## src/hdl/mode_guard_pkg.sv

```systemverilog
// constants for the cpu mode controller and memory partition guard
// assumes a byte-addressed 24-bit fetch/data space shared by rom, eeprom and ram windows
package mode_guard_pkg;

	typedef enum logic [2:0] {
		MODE_BOOT = 3'h0,
		MODE_TEST = 3'h1,
		MODE_SYSTEM = 3'h3,
		MODE_USER = 3'h2,
		MODE_CLFW = 3'h6
	} cpu_mode_e;

	typedef enum logic [1:0] {
		EMU_NONE = 2'h0,
		EMU_ONE_K = 2'h1,
		EMU_FOUR_K = 2'h3
	} emu_option_e;

	localparam int ADDR_W = 24;

	// rom: application part first, test part on top
	localparam logic [23:0] ROM_BASE = 24'h000000;
	localparam logic [23:0] ROM_APP_SIZE = 24'h042000;
	localparam logic [23:0] ROM_TEST_SIZE = 24'h006000;
	localparam logic [23:0] ROM_TEST_BASE = ROM_BASE + ROM_APP_SIZE;
	localparam logic [23:0] ROM_END = ROM_TEST_BASE + ROM_TEST_SIZE;

	// eeprom: manufacturer bytes, then firmware part, then application
	localparam logic [23:0] EE_BASE = 24'h080000;
	localparam logic [23:0] EE_SIZE = 24'h024000;
	localparam logic [23:0] EE_MFG_SIZE = 24'h000080;
	localparam logic [23:0] EE_FW_ONE_K = 24'h000400;
	localparam logic [23:0] EE_FW_FOUR_K = 24'h001000;
	localparam logic [23:0] EE_END = EE_BASE + EE_SIZE;

	// ram: firmware part first, then general purpose, then coprocessor part
	localparam logic [23:0] RAM_BASE = 24'h0C0000;
	localparam logic [23:0] RAM_SIZE = 24'h001E00;
	localparam logic [23:0] RAM_FW_SIZE = 24'h000080;
	localparam logic [23:0] RAM_COP_SIZE = 24'h000A00;
	localparam logic [23:0] RAM_END = RAM_BASE + RAM_SIZE;
	localparam logic [23:0] RAM_COP_BASE = RAM_END - RAM_COP_SIZE;

	// exception and interrupt vectors sit at the bottom of application rom, 8 bytes apart
	localparam int NUM_EVENTS = 16;
	localparam logic [23:0] EVENT_VEC_BASE = 24'h000000;
	localparam logic [23:0] VEC_STRIDE = 24'h000008;
	localparam logic [NUM_EVENTS-1:0] EVENT_TO_USER = 16'h0000;

	localparam int NUM_CFG_VEC = 8;
	localparam logic [23:0] CFG_VEC_BASE = 24'h000100;
	localparam int NUM_SYS_VEC = 32;
	localparam logic [23:0] SYS_VEC_BASE = 24'h000200;

	// number of hardware components that user mode may be granted
	localparam int NUM_UNITS = 8;
	localparam int NUM_USER_WIN = 4;

endpackage

```

## src/hdl/cpu_mode_memory_guard.sv

```systemverilog
// cpu mode controller and memory partition guard
// assumes the core presents one fetch/data request per cycle and waits on grant;
// the test-disable fuse and emulation option are static straps after production
// Behaviour
// - five modes, three firmware sub-modes
// - internal selector picks the firmware sub-mode
// - reset ends in test before fuse
// - blown fuse keeps test mode unreachable
// - after fuse, reset ends in system
// - system mode reaches every unit
// - user mode reaches only granted units and cpu registers
// - events jump to vector, set mode
// - eight config vectors force firmware mode
// - 32 syscall vectors force system mode
// - rom split into application and test
// - eeprom reserves maker and firmware bytes
// - ram reserves 0 or 128 firmware bytes
// - test mode reaches all memory
// - firmware modes other than test reach only reserved regions
// - system, user reach application; user filtered
// - coprocessor reaches only its ram part and application eeprom
// - coprocessor eeprom access is checked against the application part
`timescale 1ns/10ps
`default_nettype none
module cpu_mode_memory_guard
	import mode_guard_pkg::*;
(
	input wire logic core_clk,
	input wire logic reset,
	input wire logic test_disabled_fuse,
	input wire mode_guard_pkg::emu_option_e emu_option,
	input wire logic boot_done,
	input wire logic [1:0] fw_select,
	input wire logic fw_select_wr,
	input wire logic [NUM_EVENTS-1:0] event_req,
	input wire logic jump_valid,
	input wire logic [23:0] jump_target,
	input wire logic return_to_user,
	input wire logic [NUM_UNITS-1:0] unit_grant_wr_data,
	input wire logic unit_grant_wr,
	input wire logic [23:0] user_win_lo,
	input wire logic [23:0] user_win_hi,
	input wire logic [1:0] user_win_idx,
	input wire logic user_win_wr,
	input wire logic sfr_req,
	input wire logic [2:0] sfr_unit,
	input wire logic sfr_is_cpu,
	input wire logic mem_req,
	input wire logic [23:0] mem_addr,
	input wire logic cop_req,
	input wire logic [23:0] cop_addr,
	output var mode_guard_pkg::cpu_mode_e cpu_mode,
	output logic vector_load,
	output logic [23:0] vector_addr,
	output logic mem_grant,
	output logic sfr_grant,
	output logic cop_grant,
	output logic violation
);
	import mode_guard_pkg::*;

	logic fuse_q;
	logic [NUM_UNITS-1:0] unit_grant;
	logic [23:0] win_lo [NUM_USER_WIN];
	logic [23:0] win_hi [NUM_USER_WIN];
	logic [NUM_USER_WIN-1:0] win_hit;
	logic [3:0] event_idx;
	logic event_any;
	logic is_cfg_vec;
	logic is_sys_vec;
	logic [23:0] ee_fw_size;
	logic [23:0] ram_fw_size;
	logic in_rom_app, in_rom_test, in_ee_mfg, in_ee_fw, in_ee_app;
	logic in_ram_fw, in_ram_app, in_cop_ram;
	logic next_mem_ok;
	logic next_sfr_ok;
	logic next_cop_ok;
	cpu_mode_e next_mode;
	cpu_mode_e sub_mode;

	// fuse forced blown by the async branch, strap captured on each edge after reset release
	always_ff @(posedge core_clk or posedge reset) begin
		if (reset) begin
			fuse_q <= 1'b1;
		end else begin
			fuse_q <= test_disabled_fuse;
		end
	end

	// test selection dropped once fuse blown
	// written value decoded at once, so a selector write lands on the next edge like any mode change
	always_comb begin
		case (fw_select)
			2'h1: sub_mode = fuse_q ? MODE_BOOT : MODE_TEST;
			2'h2: sub_mode = MODE_CLFW;
			default: sub_mode = MODE_BOOT;
		endcase
	end

	always_comb begin
		event_idx = 4'h0;
		event_any = 1'b0;
		for (int i = NUM_EVENTS - 1; i >= 0; i--) begin
			if (event_req[i]) begin
				event_idx = 4'(i);
				event_any = 1'b1;
			end
		end
	end

	assign is_cfg_vec = jump_target >= CFG_VEC_BASE && jump_target < CFG_VEC_BASE + VEC_STRIDE * 24'(NUM_CFG_VEC);
	assign is_sys_vec = jump_target >= SYS_VEC_BASE && jump_target < SYS_VEC_BASE + VEC_STRIDE * 24'(NUM_SYS_VEC);

	// mode transitions among the five modes
	always_comb begin
		next_mode = cpu_mode;
		case (cpu_mode)
			MODE_BOOT, MODE_TEST: begin
				// boot ends in test before fuse
				// boot ends in system after fuse
				if (boot_done) begin
					next_mode = fuse_q ? MODE_SYSTEM : MODE_TEST;
				end
			end
			MODE_CLFW: begin
				if (return_to_user) begin
					next_mode = MODE_SYSTEM;
				end
			end
			MODE_SYSTEM: begin
				if (return_to_user) begin
					next_mode = MODE_USER;
				end
			end
			MODE_USER: begin
			end
			default: next_mode = MODE_BOOT;
		endcase
		if (cpu_mode != MODE_BOOT && cpu_mode != MODE_TEST) begin
			if (event_any) begin
				next_mode = EVENT_TO_USER[event_idx] ? MODE_USER : MODE_SYSTEM;
			end else if (jump_valid && is_cfg_vec) begin
				next_mode = MODE_CLFW;
			end else if (jump_valid && is_sys_vec) begin
				next_mode = MODE_SYSTEM;
			end
		end
		// selector honoured only in boot and test; a fuse-blown boot exit wins
		if (fw_select_wr && (cpu_mode == MODE_BOOT || cpu_mode == MODE_TEST) && next_mode != MODE_SYSTEM) begin
			next_mode = sub_mode;
		end
	end

	// reset always starts in boot; boot completion then picks test or system
	always_ff @(posedge core_clk or posedge reset) begin
		if (reset) begin
			cpu_mode <= MODE_BOOT;
		end else begin
			cpu_mode <= next_mode;
		end
	end

	always_ff @(posedge core_clk or posedge reset) begin
		if (reset) begin
			vector_load <= 1'b0;
			vector_addr <= 24'h000000;
		end else begin
			vector_load <= event_any && cpu_mode != MODE_BOOT && cpu_mode != MODE_TEST;
			vector_addr <= EVENT_VEC_BASE + VEC_STRIDE * {20'h00000, event_idx};
		end
	end

	// grants written only from system mode
	always_ff @(posedge core_clk or posedge reset) begin
		if (reset) begin
			unit_grant <= '0;
		end else if (unit_grant_wr && cpu_mode == MODE_SYSTEM) begin
			unit_grant <= unit_grant_wr_data;
		end
	end

	// per-window user filter, empty at reset
	generate
		for (genvar w = 0; w < NUM_USER_WIN; w++) begin : g_win
			always_ff @(posedge core_clk or posedge reset) begin
				if (reset) begin
					win_lo[w] <= 24'hFFFFFF;
					win_hi[w] <= 24'h000000;
				end else if (user_win_wr && cpu_mode == MODE_SYSTEM && user_win_idx == 2'(w)) begin
					win_lo[w] <= user_win_lo;
					win_hi[w] <= user_win_hi;
				end
			end
			assign win_hit[w] = mem_addr >= win_lo[w] && mem_addr <= win_hi[w];
		end
	endgenerate

	always_comb begin
		case (emu_option)
			EMU_ONE_K: ee_fw_size = EE_FW_ONE_K;
			EMU_FOUR_K: ee_fw_size = EE_FW_FOUR_K;
			default: ee_fw_size = 24'h000000;
		endcase
	end
	assign ram_fw_size = emu_option == EMU_NONE ? 24'h000000 : RAM_FW_SIZE;

	assign in_rom_app = mem_addr >= ROM_BASE && mem_addr < ROM_TEST_BASE;
	assign in_rom_test = mem_addr >= ROM_TEST_BASE && mem_addr < ROM_END;
	assign in_ee_mfg = mem_addr >= EE_BASE && mem_addr < EE_BASE + EE_MFG_SIZE;
	assign in_ee_fw = mem_addr >= EE_BASE + EE_MFG_SIZE && mem_addr < EE_BASE + EE_MFG_SIZE + ee_fw_size;
	assign in_ee_app = mem_addr >= EE_BASE + EE_MFG_SIZE + ee_fw_size && mem_addr < EE_END;
	assign in_ram_fw = mem_addr >= RAM_BASE && mem_addr < RAM_BASE + ram_fw_size;
	assign in_ram_app = mem_addr >= RAM_BASE + ram_fw_size && mem_addr < RAM_END;
	assign in_cop_ram = cop_addr >= RAM_COP_BASE && cop_addr < RAM_END;

	always_comb begin
		case (cpu_mode)
			MODE_TEST: next_mem_ok = 1'b1;
			MODE_BOOT, MODE_CLFW: next_mem_ok = in_rom_test || in_ee_mfg || in_ee_fw || in_ram_fw;
			MODE_SYSTEM: next_mem_ok = in_rom_app || in_ee_app || in_ram_app;
			MODE_USER: next_mem_ok = (in_rom_app || in_ee_app || in_ram_app) && |win_hit;
			default: next_mem_ok = 1'b0;
		endcase
	end

	assign next_sfr_ok = cpu_mode != MODE_USER || sfr_is_cpu || unit_grant[sfr_unit];

	assign next_cop_ok = in_cop_ram || (cop_addr >= EE_BASE + EE_MFG_SIZE + ee_fw_size && cop_addr < EE_END);

	always_ff @(posedge core_clk or posedge reset) begin
		if (reset) begin
			mem_grant <= 1'b0;
			sfr_grant <= 1'b0;
			cop_grant <= 1'b0;
			violation <= 1'b0;
		end else begin
			mem_grant <= mem_req && next_mem_ok;
			sfr_grant <= sfr_req && next_sfr_ok;
			cop_grant <= cop_req && next_cop_ok;
			violation <= (mem_req && !next_mem_ok) || (sfr_req && !next_sfr_ok);
		end
	end

	property p_test_blocked;
		@(posedge core_clk) disable iff (reset) fuse_q |-> cpu_mode != MODE_TEST;
	endproperty
	a_test_blocked: assert property (p_test_blocked) else $error("test mode with fuse blown");

	property p_boot_exit;
		@(posedge core_clk) disable iff (reset)
			(cpu_mode == MODE_BOOT && boot_done && !fw_select_wr) |=> cpu_mode == ($past(fuse_q) ? MODE_SYSTEM : MODE_TEST);
	endproperty
	a_boot_exit: assert property (p_boot_exit) else $error("wrong mode after boot");

	property p_sel_fw;
		@(posedge core_clk) disable iff (reset)
			(cpu_mode == MODE_TEST && fw_select_wr && fw_select == 2'h2 && !boot_done) |=> cpu_mode == MODE_CLFW;
	endproperty
	a_sel_fw: assert property (p_sel_fw) else $error("selector write missed firmware mode");

	property p_sys_vec;
		@(posedge core_clk) disable iff (reset)
			(cpu_mode == MODE_USER && !event_any && jump_valid && is_sys_vec) |=> cpu_mode == MODE_SYSTEM;
	endproperty
	a_sys_vec: assert property (p_sys_vec) else $error("syscall did not enter system");

	property p_cfg_vec;
		@(posedge core_clk) disable iff (reset)
			(cpu_mode == MODE_SYSTEM && !event_any && jump_valid && is_cfg_vec) |=> cpu_mode == MODE_CLFW;
	endproperty
	a_cfg_vec: assert property (p_cfg_vec) else $error("config vector did not enter firmware");

	property p_event_vec;
		@(posedge core_clk) disable iff (reset)
			(event_any && cpu_mode == MODE_USER) |=> vector_load && cpu_mode == MODE_SYSTEM;
	endproperty
	a_event_vec: assert property (p_event_vec) else $error("event missed vector");

	property p_violation;
		@(posedge core_clk) disable iff (reset) mem_req ##1 violation |-> !mem_grant;
	endproperty
	a_violation: assert property (p_violation) else $error("granted and flagged together");

	property p_user_testrom;
		@(posedge core_clk) disable iff (reset) (cpu_mode == MODE_USER && in_rom_test && mem_req) |=> !mem_grant;
	endproperty
	a_user_testrom: assert property (p_user_testrom) else $error("user reached test rom");

	property p_fw_ram;
		@(posedge core_clk) disable iff (reset) (cpu_mode == MODE_CLFW && in_ram_app && mem_req) |=> violation;
	endproperty
	a_fw_ram: assert property (p_fw_ram) else $error("firmware reached application ram");
endmodule
`default_nettype wire

```

## config.mk

```make
export PLATFORM = sky130hd
export DESIGN_NAME = cpu_mode_memory_guard
export DESIGN_NICKNAME = d
export VERILOG_FILES = /design/src/hdl/mode_guard_pkg.sv /design/src/hdl/cpu_mode_memory_guard.sv
export SDC_FILE = /design/constraint.sdc
export NUM_CORES = 1
export LEC_CHECK = 0
export ABC_CLOCK_PERIOD_IN_PS = 8700
export BUFFER_PORTS_ARGS = -buffer_cell sky130_fd_sc_hd__buf_2
export CORE_MARGIN = 2
export CORE_UTILIZATION = 58
export DETAILED_ROUTE_END_ITERATION = 10
export HOLD_SLACK_MARGIN = 0.1
export PLACE_DENSITY = 0.84
export SLEW_MARGIN = 5
export SYNTH_ARGS = -nofsm -noshare
export SYNTH_HDL_FRONTEND = slang
export SYNTH_SLANG_ARGS = --single-unit
export TNS_END_PERCENT = 20
```

## constraint.sdc

```tcl
create_clock -name core_clk -period 8.7 [get_ports core_clk]
set_input_delay 2.175 -clock core_clk [delete_from_list [all_inputs] [get_ports core_clk]]
set_output_delay 2.175 -clock core_clk [all_outputs]
set_load 0.1 [all_outputs]
```

== After elaboration in Yosys (flattened, before gate mapping) ==
Memory sizes are Yosys's and may differ from the RTL's.
Cells that the tools add are included.

* Flip-flop bits (word level): 213
* ROM bits: 16
* Bits of input ports: 166
* Output and inout port bits: 32
* Word-level logic and storage cells: 170
* Memories kept: 1

{| class="wikitable"
|+ Memories
! memory !! words !! width !! rd ports !! clocked after Yosys merged registers in !! write ports !! line !! text
|-
| (name not given) || 16 || 1 || 1 || 0 || 0 || cpu_mode_memory_guard.sv:141 || <nowiki>next_mode = EVENT_TO_USER[event_idx] ? MODE_USER : MODE_SYSTEM;</nowiki>
|}

* $add $sub $neg: 2
* Order comparisons: 32
* Eq/ne operators: 14
* Mux-type cells: 51
* Reduce and logical (&&, ||, !) cells: 53

{| class="wikitable"
|+ Operators with widths
! operator !! count
|-
| greater-or-equal comparator 24 bit || 6
|-
| < comparator 24 x 20 -> 1 bit (second input constant) || 5
|-
| greater-or-equal comparator 24 x 20 -> 1 bit (second input constant) || 4
|-
| less-or-equal comparator 24 bit || 4
|-
| 2-to-1 mux 4 bit || 16
|-
| < comparator 24 x 19 -> 1 bit (second input constant) || 2
|-
| < comparator 24 bit || 2
|-
| logical AND 1 bit || 34
|-
| one-hot mux 13 bit (2 select lines) || 1
|-
| adder 20 x 24 -> 24 bit (first input constant) || 1
|-
| greater-or-equal comparator 24 x 1 -> 1 bit (second input constant) || 1
|-
| greater-or-equal comparator 24 x 10 -> 1 bit (second input constant) || 1
|-
| greater-or-equal comparator 24 x 19 -> 1 bit (second input constant) || 1
|-
| greater-or-equal comparator 24 x 21 -> 1 bit || 1
|-
| greater-or-equal comparator 24 x 9 -> 1 bit (second input constant) || 1
|-
| < comparator 24 x 10 -> 1 bit (second input constant) || 1
|-
| < comparator 24 x 9 -> 1 bit (second input constant) || 1
|-
| 2-to-1 mux 3 bit || 8
|-
| adder 20 x 8 -> 21 bit (first input constant) || 1
|-
| 2-to-1 mux 1 bit || 20
|-
| one-hot mux 3 bit (4 select lines) || 1
|-
| logical OR 1 bit || 10
|-
| equality test 2 bit (second input constant) || 4
|-
| 2-to-1 mux 8 bit || 1
|-
| other kinds (18) || 25
|}

== Depth between registers and ports, before layout ==
* Depth in word-level cells: 24
* Mapped depth: 10
* Depth with buffers taken out: 10

== Worst setup path before layout ==
No wires, ideal clock.

* Path type: in2reg
* Start point: input port emu_option[1]
* End point: register violation
* Library setup time: 0.120 ns
* Arrival: 4.177 ns
* Required time: 8.580 ns
* Slack: 4.403 ns
* Stages: 10
* Buffers on the path: 0
* Cell sequence: nand2b_1 ha_1 o31a_1 o31a_1 o41ai_2 o211a_1 nor3_1 o32a_1 a32o_1 a31o_1

* Cells in the longest elaborated chain, start to end: 12
* Elaborated cells on any way between the ends: 24
* Those cells by class: add/sub (2); order compare (4); eq/ne (2); mux (3); reduce/logical (13)

{| class="wikitable"
|+ Ends and longest elaborated chain
! what !! line !! text
|-
| start, declared || cpu_mode_memory_guard.sv:31 || <nowiki>input wire mode_guard_pkg::emu_option_e emu_option,</nowiki>
|-
| equality test 2 bit or equality test 2 x 1 -> 1 bit (tied branches) || cpu_mode_memory_guard.sv:199 || <nowiki>case (emu_option)</nowiki>
|-
| one-hot mux 13 bit (2 select lines) || cpu_mode_memory_guard.sv:199 ||
|-
| adder 20 x 24 -> 24 bit || cpu_mode_memory_guard.sv:210, cpu_mode_memory_guard.sv:211 ||
|-
| greater-or-equal comparator 24 bit || cpu_mode_memory_guard.sv:211 || <nowiki>assign in_ee_app = mem_addr >= EE_BASE + EE_MFG_SIZE + ee_fw_size && mem_addr < EE_END;</nowiki>
|-
| logical AND 1 bit || cpu_mode_memory_guard.sv:211 ||
|-
| logical OR 1 bit (2 in a row) || cpu_mode_memory_guard.sv:220, cpu_mode_memory_guard.sv:221 ||
|-
| logical AND 1 bit || cpu_mode_memory_guard.sv:221 || <nowiki>MODE_USER: next_mem_ok = (in_rom_app || in_ee_app || in_ram_app) && |win_hit;</nowiki>
|-
| one-hot mux 1 bit (4 select lines) (*) || cpu_mode_memory_guard.sv:217 || <nowiki>case (cpu_mode)</nowiki>
|-
| zero test 1 bit (*) || cpu_mode_memory_guard.sv:240 || <nowiki>violation <= (mem_req && !next_mem_ok) || (sfr_req && !next_sfr_ok);</nowiki>
|-
| logical AND 1 bit (*) || cpu_mode_memory_guard.sv:240 ||
|-
| logical OR 1 bit (*) || cpu_mode_memory_guard.sv:240 ||
|-
| end signal, assigned || cpu_mode_memory_guard.sv:240 ||
|-
| end, declared || cpu_mode_memory_guard.sv:58 || <nowiki>output logic violation</nowiki>
|}

Every way passes the cells marked *; elsewhere a longest branch is shown, timed or not.
A chain may end at the register's enable or synchronous reset.

== Final worst setup path ==
* Start point: input port mem_addr[23]
* End point: register mem_grant

* Cells in the longest elaborated chain, start to end: 7
* Elaborated cells on any way between the ends: 42
* Those cells by class: order compare (22); mux (1); reduce/logical (19)

{| class="wikitable"
|+ Ends and longest elaborated chain
! what !! line !! text
|-
| start, declared || cpu_mode_memory_guard.sv:49 || <nowiki>input wire logic [23:0] mem_addr,</nowiki>
|-
| greater-or-equal comparator 24 x 1 -> 1 bit (tied with other cells) || cpu_mode_memory_guard.sv:207 || <nowiki>assign in_rom_app = mem_addr >= ROM_BASE && mem_addr < ROM_TEST_BASE;</nowiki>
|-
| logical AND 1 bit (on tied branches) || - ||
|-
| logical OR 1 bit (on tied branches) (2 in a row) || cpu_mode_memory_guard.sv:220, cpu_mode_memory_guard.sv:221, cpu_mode_memory_guard.sv:219 ||
|-
| logical AND 1 bit or logical OR 1 bit (tied branches) || cpu_mode_memory_guard.sv:221, cpu_mode_memory_guard.sv:219 ||
|-
| one-hot mux 1 bit (4 select lines) (*) || cpu_mode_memory_guard.sv:217 ||
|-
| logical AND 1 bit (*) || cpu_mode_memory_guard.sv:237 || <nowiki>mem_grant <= mem_req && next_mem_ok;</nowiki>
|-
| end signal, assigned || cpu_mode_memory_guard.sv:237 ||
|-
| end, declared || cpu_mode_memory_guard.sv:55 || <nowiki>output logic mem_grant,</nowiki>
|}

Marks and branches as above.

==> impl_metrics.yaml <==
status:
  status: "completed"
sta:
  timing.final.ws_setup_ns: 4.244
  skew_ns: 0.01029
  tns_ns: 0
  final-setup-viol-count: 0
  max_slew_margin_pct: 31.81
  finalCritPeriodShare_pct: 51.22
  hold_violations: 0
  max_clock_freq_mhz: 224.4
  rsz0062_at_grt: "no"
  tightest_slew_ns: 1.023
  post-route-min-period_ns: 4.456
  maxSlewViolCount: 0
floorplan:
  die-height_um: 155.7
  dieWidth_um: 155.7
  initial_core_util_pct: 58.95
  core_area_um2: 22640
  die_area_um2: 24240
  num_rows: 55
  ios: 198
global_routing:
  grt_max_degree: 133
  grt_pass1_vias: 10957
  grt_pass1_wl_um: 54550
  grt_usage_pct: 27.83
  gr-total-overflow: 0
  antenna_found_initial: 2
cells_and_area:
  layout-drive-gt1-share_pct: 22.65
  nets: 1934
  post-route-util_pct: 67.01
  fill_cells: 1719
  area_delta_synth_final_pct: 13.68
critical_path:
  path_cells: "buf_2 > ha_1 > nand4_1 > nor4_1 > nand4_1 > o211ai_1 > a2bb2oi_1 > nor4_2 > o22ai_1"
  worst-setup-path-type: "in -> reg"
  path_max_fanout: 10
  worst_path_max_delay_cell: "nor4_1"
  cp.required_ns: 9.07
  cp.buffers_inverters: 1
  crit_path_start_kind: "input pin"
  cpPeakStageDelay_ns: 0.62
  critPathCaptureType: "flop"
  cp_top_family: "simple AND/OR/NAND/NOR gates"
  cp.arrival_ns: 4.82
  crit_top_cell: "nand4_1"
route:
  drt_wl_total_um: 33710
  ant_nets: 0
  routed_via_density: 5.806
  vias: 10863
  drt_iter0_drc: 672
  dr.pass1.iters: 5
  drc_errors: 0
  routedWlPerCell_um: 18.02
yosys:
  synth-edff-count: 0
  synth_cell_type_count: 65
  synthXorXnorAreaFrac_pct: 0
  seq_area_frac_synth_pct: 40.85
  async_reset_ff_share_pct: 100.0
  syn_inst: 1412
  ys.flop_type: "dfrtp_1"
  synth_compound_area_share_pct: 15.00
  synth-simple-area-share_pct: 12.01
  yosysWarnings: 0
  syn_avg_cell_area_um2: 9.452
  yosys.area_share.adder_pct: 18.66
  netlist_area_um2: 13350
  synthMuxAreaShare_pct: 5.644
  synth-seq-cells: 213
  synth_top_family_by_area: "adder cells"
place:
  dp_slack_ns: 3.765
  dp_hpwl_um: 24170
  io_buffers: 164
  finalWeightedCongestion: 0.8804
pwr:
  peakVddDrop_mv: 0.1585
  power_density_nw_per_um2: 203.2
  p_leak_nw: 7.300
clock_tree:
  cts-root-buf: "clkbuf_16"
  clk_path_buf_depth: 3
  cts_sinks: 213
  tritoncts: "built"
  insertion_delay_ns: 0.51
  cts_resized: 0
  htree_levels: 1
  ctsHoldBuffers: 0
  post-cts-setup-buffers: 0
  path_clk_slew_ns: 0.07
  cts_buffers: 23
run:
  maxCapViolations: 0
worst_hold_path:
  hold_path.class: "reg -> reg"
[kinds of logic (layout without fill, tap and decap cells)]
logic type	Yosys count	count (layout)
buffers and inverters	257	411
other	1	21
AND/OR/NAND/NOR	338	338
adder cells (fa/ha/maj)	199	199
flip-flops	213	213
AO/OA/AOI/OAI	339	339
multiplexers	65	65
[sequential cells by signal, summed over array words and instances, names as in the netlist]
| name | count |
|---|---|
| cop_grant | 1 |
| cpu_mode | 3 |
| win_hi | 96 |
| vector_load | 1 |
| win_lo | 96 |
| unit_grant | 8 |
| sfr_grant | 1 |
| mem_grant | 1 |
| violation | 1 |
| vector_addr | 4 |
| fuse_q | 1 |
[worst register-to-register path: cells and delay by family (launching register included)]
| kind | cells | cell delay [ns] |
|---|---|---|
| AO/OA/AOI/OAI | 7 | 1.44 |
| adder cells (fa/ha/maj) | 1 | 0.29 |
| buffers and inverters | 1 | 0.05 |
| flip-flops | 1 | 0.52 |
| AND/OR/NAND/NOR | 1 | 0.49 |
[cell usage in the layout, fill, tap and decap left out, drive strengths merged, types with 5 or more instances in the layout]
cell | netlist | layout
inv | 201 | 201
ha | 199 | 199
nand2 | 181 | 181
buf | 21 | 169
o21ai | 168 | 168
dfrtp | 116 | 116
dfstp | 97 | 97
a21oi | 73 | 73
mux2 | 62 | 62
clkbuf | 35 | 37
nand4 | 36 | 36
nor2 | 32 | 32
a21o | 22 | 22
conb | 1 | 20
a211oi | 16 | 16
nand3 | 16 | 16
nor4 | 14 | 14
nand2b | 12 | 12
nor3 | 12 | 12
o211ai | 8 | 8
nor2b | 7 | 7
o31a | 5 | 5
or3 | 5 | 5
o21a | 5 | 5
o31ai | 5 | 5
[power breakdown]
| part | switching [mW] | internal (mW) | total (mW) |
|---|---|---|---|
| clock | 0.397 | 0.629 | 1.03 |
| sequential | 0.0578 | 1.21 | 1.26 |
| combinational | 0.482 | 0.310 | 0.792 |
| total | 0.936 | 2.15 | 3.08 |
[cells in the mapped netlist (all sizes together) (5+ instances only)]
cell type / instances / share of area [%]
a21oi: 73 / 2.8
a21o: 22 / 1.2
o31a: 5 / 0.33
o31ai: 5 / 0.28
nor2b: 7 / 0.35
a211oi: 16 / 0.90
buf: 21 / 1.2
nand3: 16 / 0.60
dfrtp: 116 / 22
nand4: 36 / 1.7
ha: 199 / 19
clkbuf: 35 / 0.98
o21ai: 168 / 6.3
o21a: 5 / 0.28
or3: 5 / 0.23
inv: 201 / 5.7
nand2: 181 / 5.1
nor2: 32 / 0.90
nor3: 12 / 0.45
dfstp: 97 / 19
o211ai: 8 / 0.45
nand2b: 12 / 0.56
nor4: 14 / 0.82
mux2: 62 / 5.2
[cell type report]
type / count / area (um^2) / share of cell area (%)
Antenna cell: 1 / 2.502 / 0.01649
Clock buffer: 37 / 729.5 / 4.808
Clock inverter: 4 / 68.82 / 0.4536
Inverter: 201 / 762.0 / 5.022
Multi-Input combinational cell: 961 / 6943 / 45.76
Sequential cell: 213 / 5451 / 35.93
Tap cell: 285 / 356.6 / 2.350
Timing Repair Buffer: 169 / 858.3 / 5.657
[routing by layer]
metal	wire length (um)	vias up	global-route usage, %
li1	-	5175	-
met1	14050	5260	36.29
met2	16470	341	47.81
met3	1959	83	3.139
met4	1209	4	10.75
met5	27	-	0
[metrics by stage]
| step | total power [mW] | area (um^2) | cells | hold WS, ns |
|---|---|---|---|---|
| finish | 3.083 | 15170 | 1871 | 0.4896 |
| global route | 3.258 | 15170 | 1870 | 0.5067 |
| CTS | 3.092 | 15170 | 1870 | 0.4946 |
| detailed placement | 2.053 | 14370 | 1829 | 0.4810 |
| global placement | 1.994 | 14370 | 1829 | 0.4749 |
| floorplan | 1.816 | 13420 | 1431 | 0.4642 |
[path summary, 6_finish.rpt]
kind                            cells after the start  slack, ns    endpoint    startpoint
worst max-delay path                                9       4.24   mem_grant  mem_addr[23]
worst min-delay path                                1       0.49   win_hi[7]     win_hi[7]
worst max register to register                     10       5.78   mem_grant    win_lo[57]
worst min register to register                      1       0.49   win_hi[7]     win_hi[7]
max in group asynchronous                           3       5.23  win_hi[41]         reset
min in group asynchronous                           2       1.90  win_hi[57]         reset
Power figures use the tool's default switching activity.
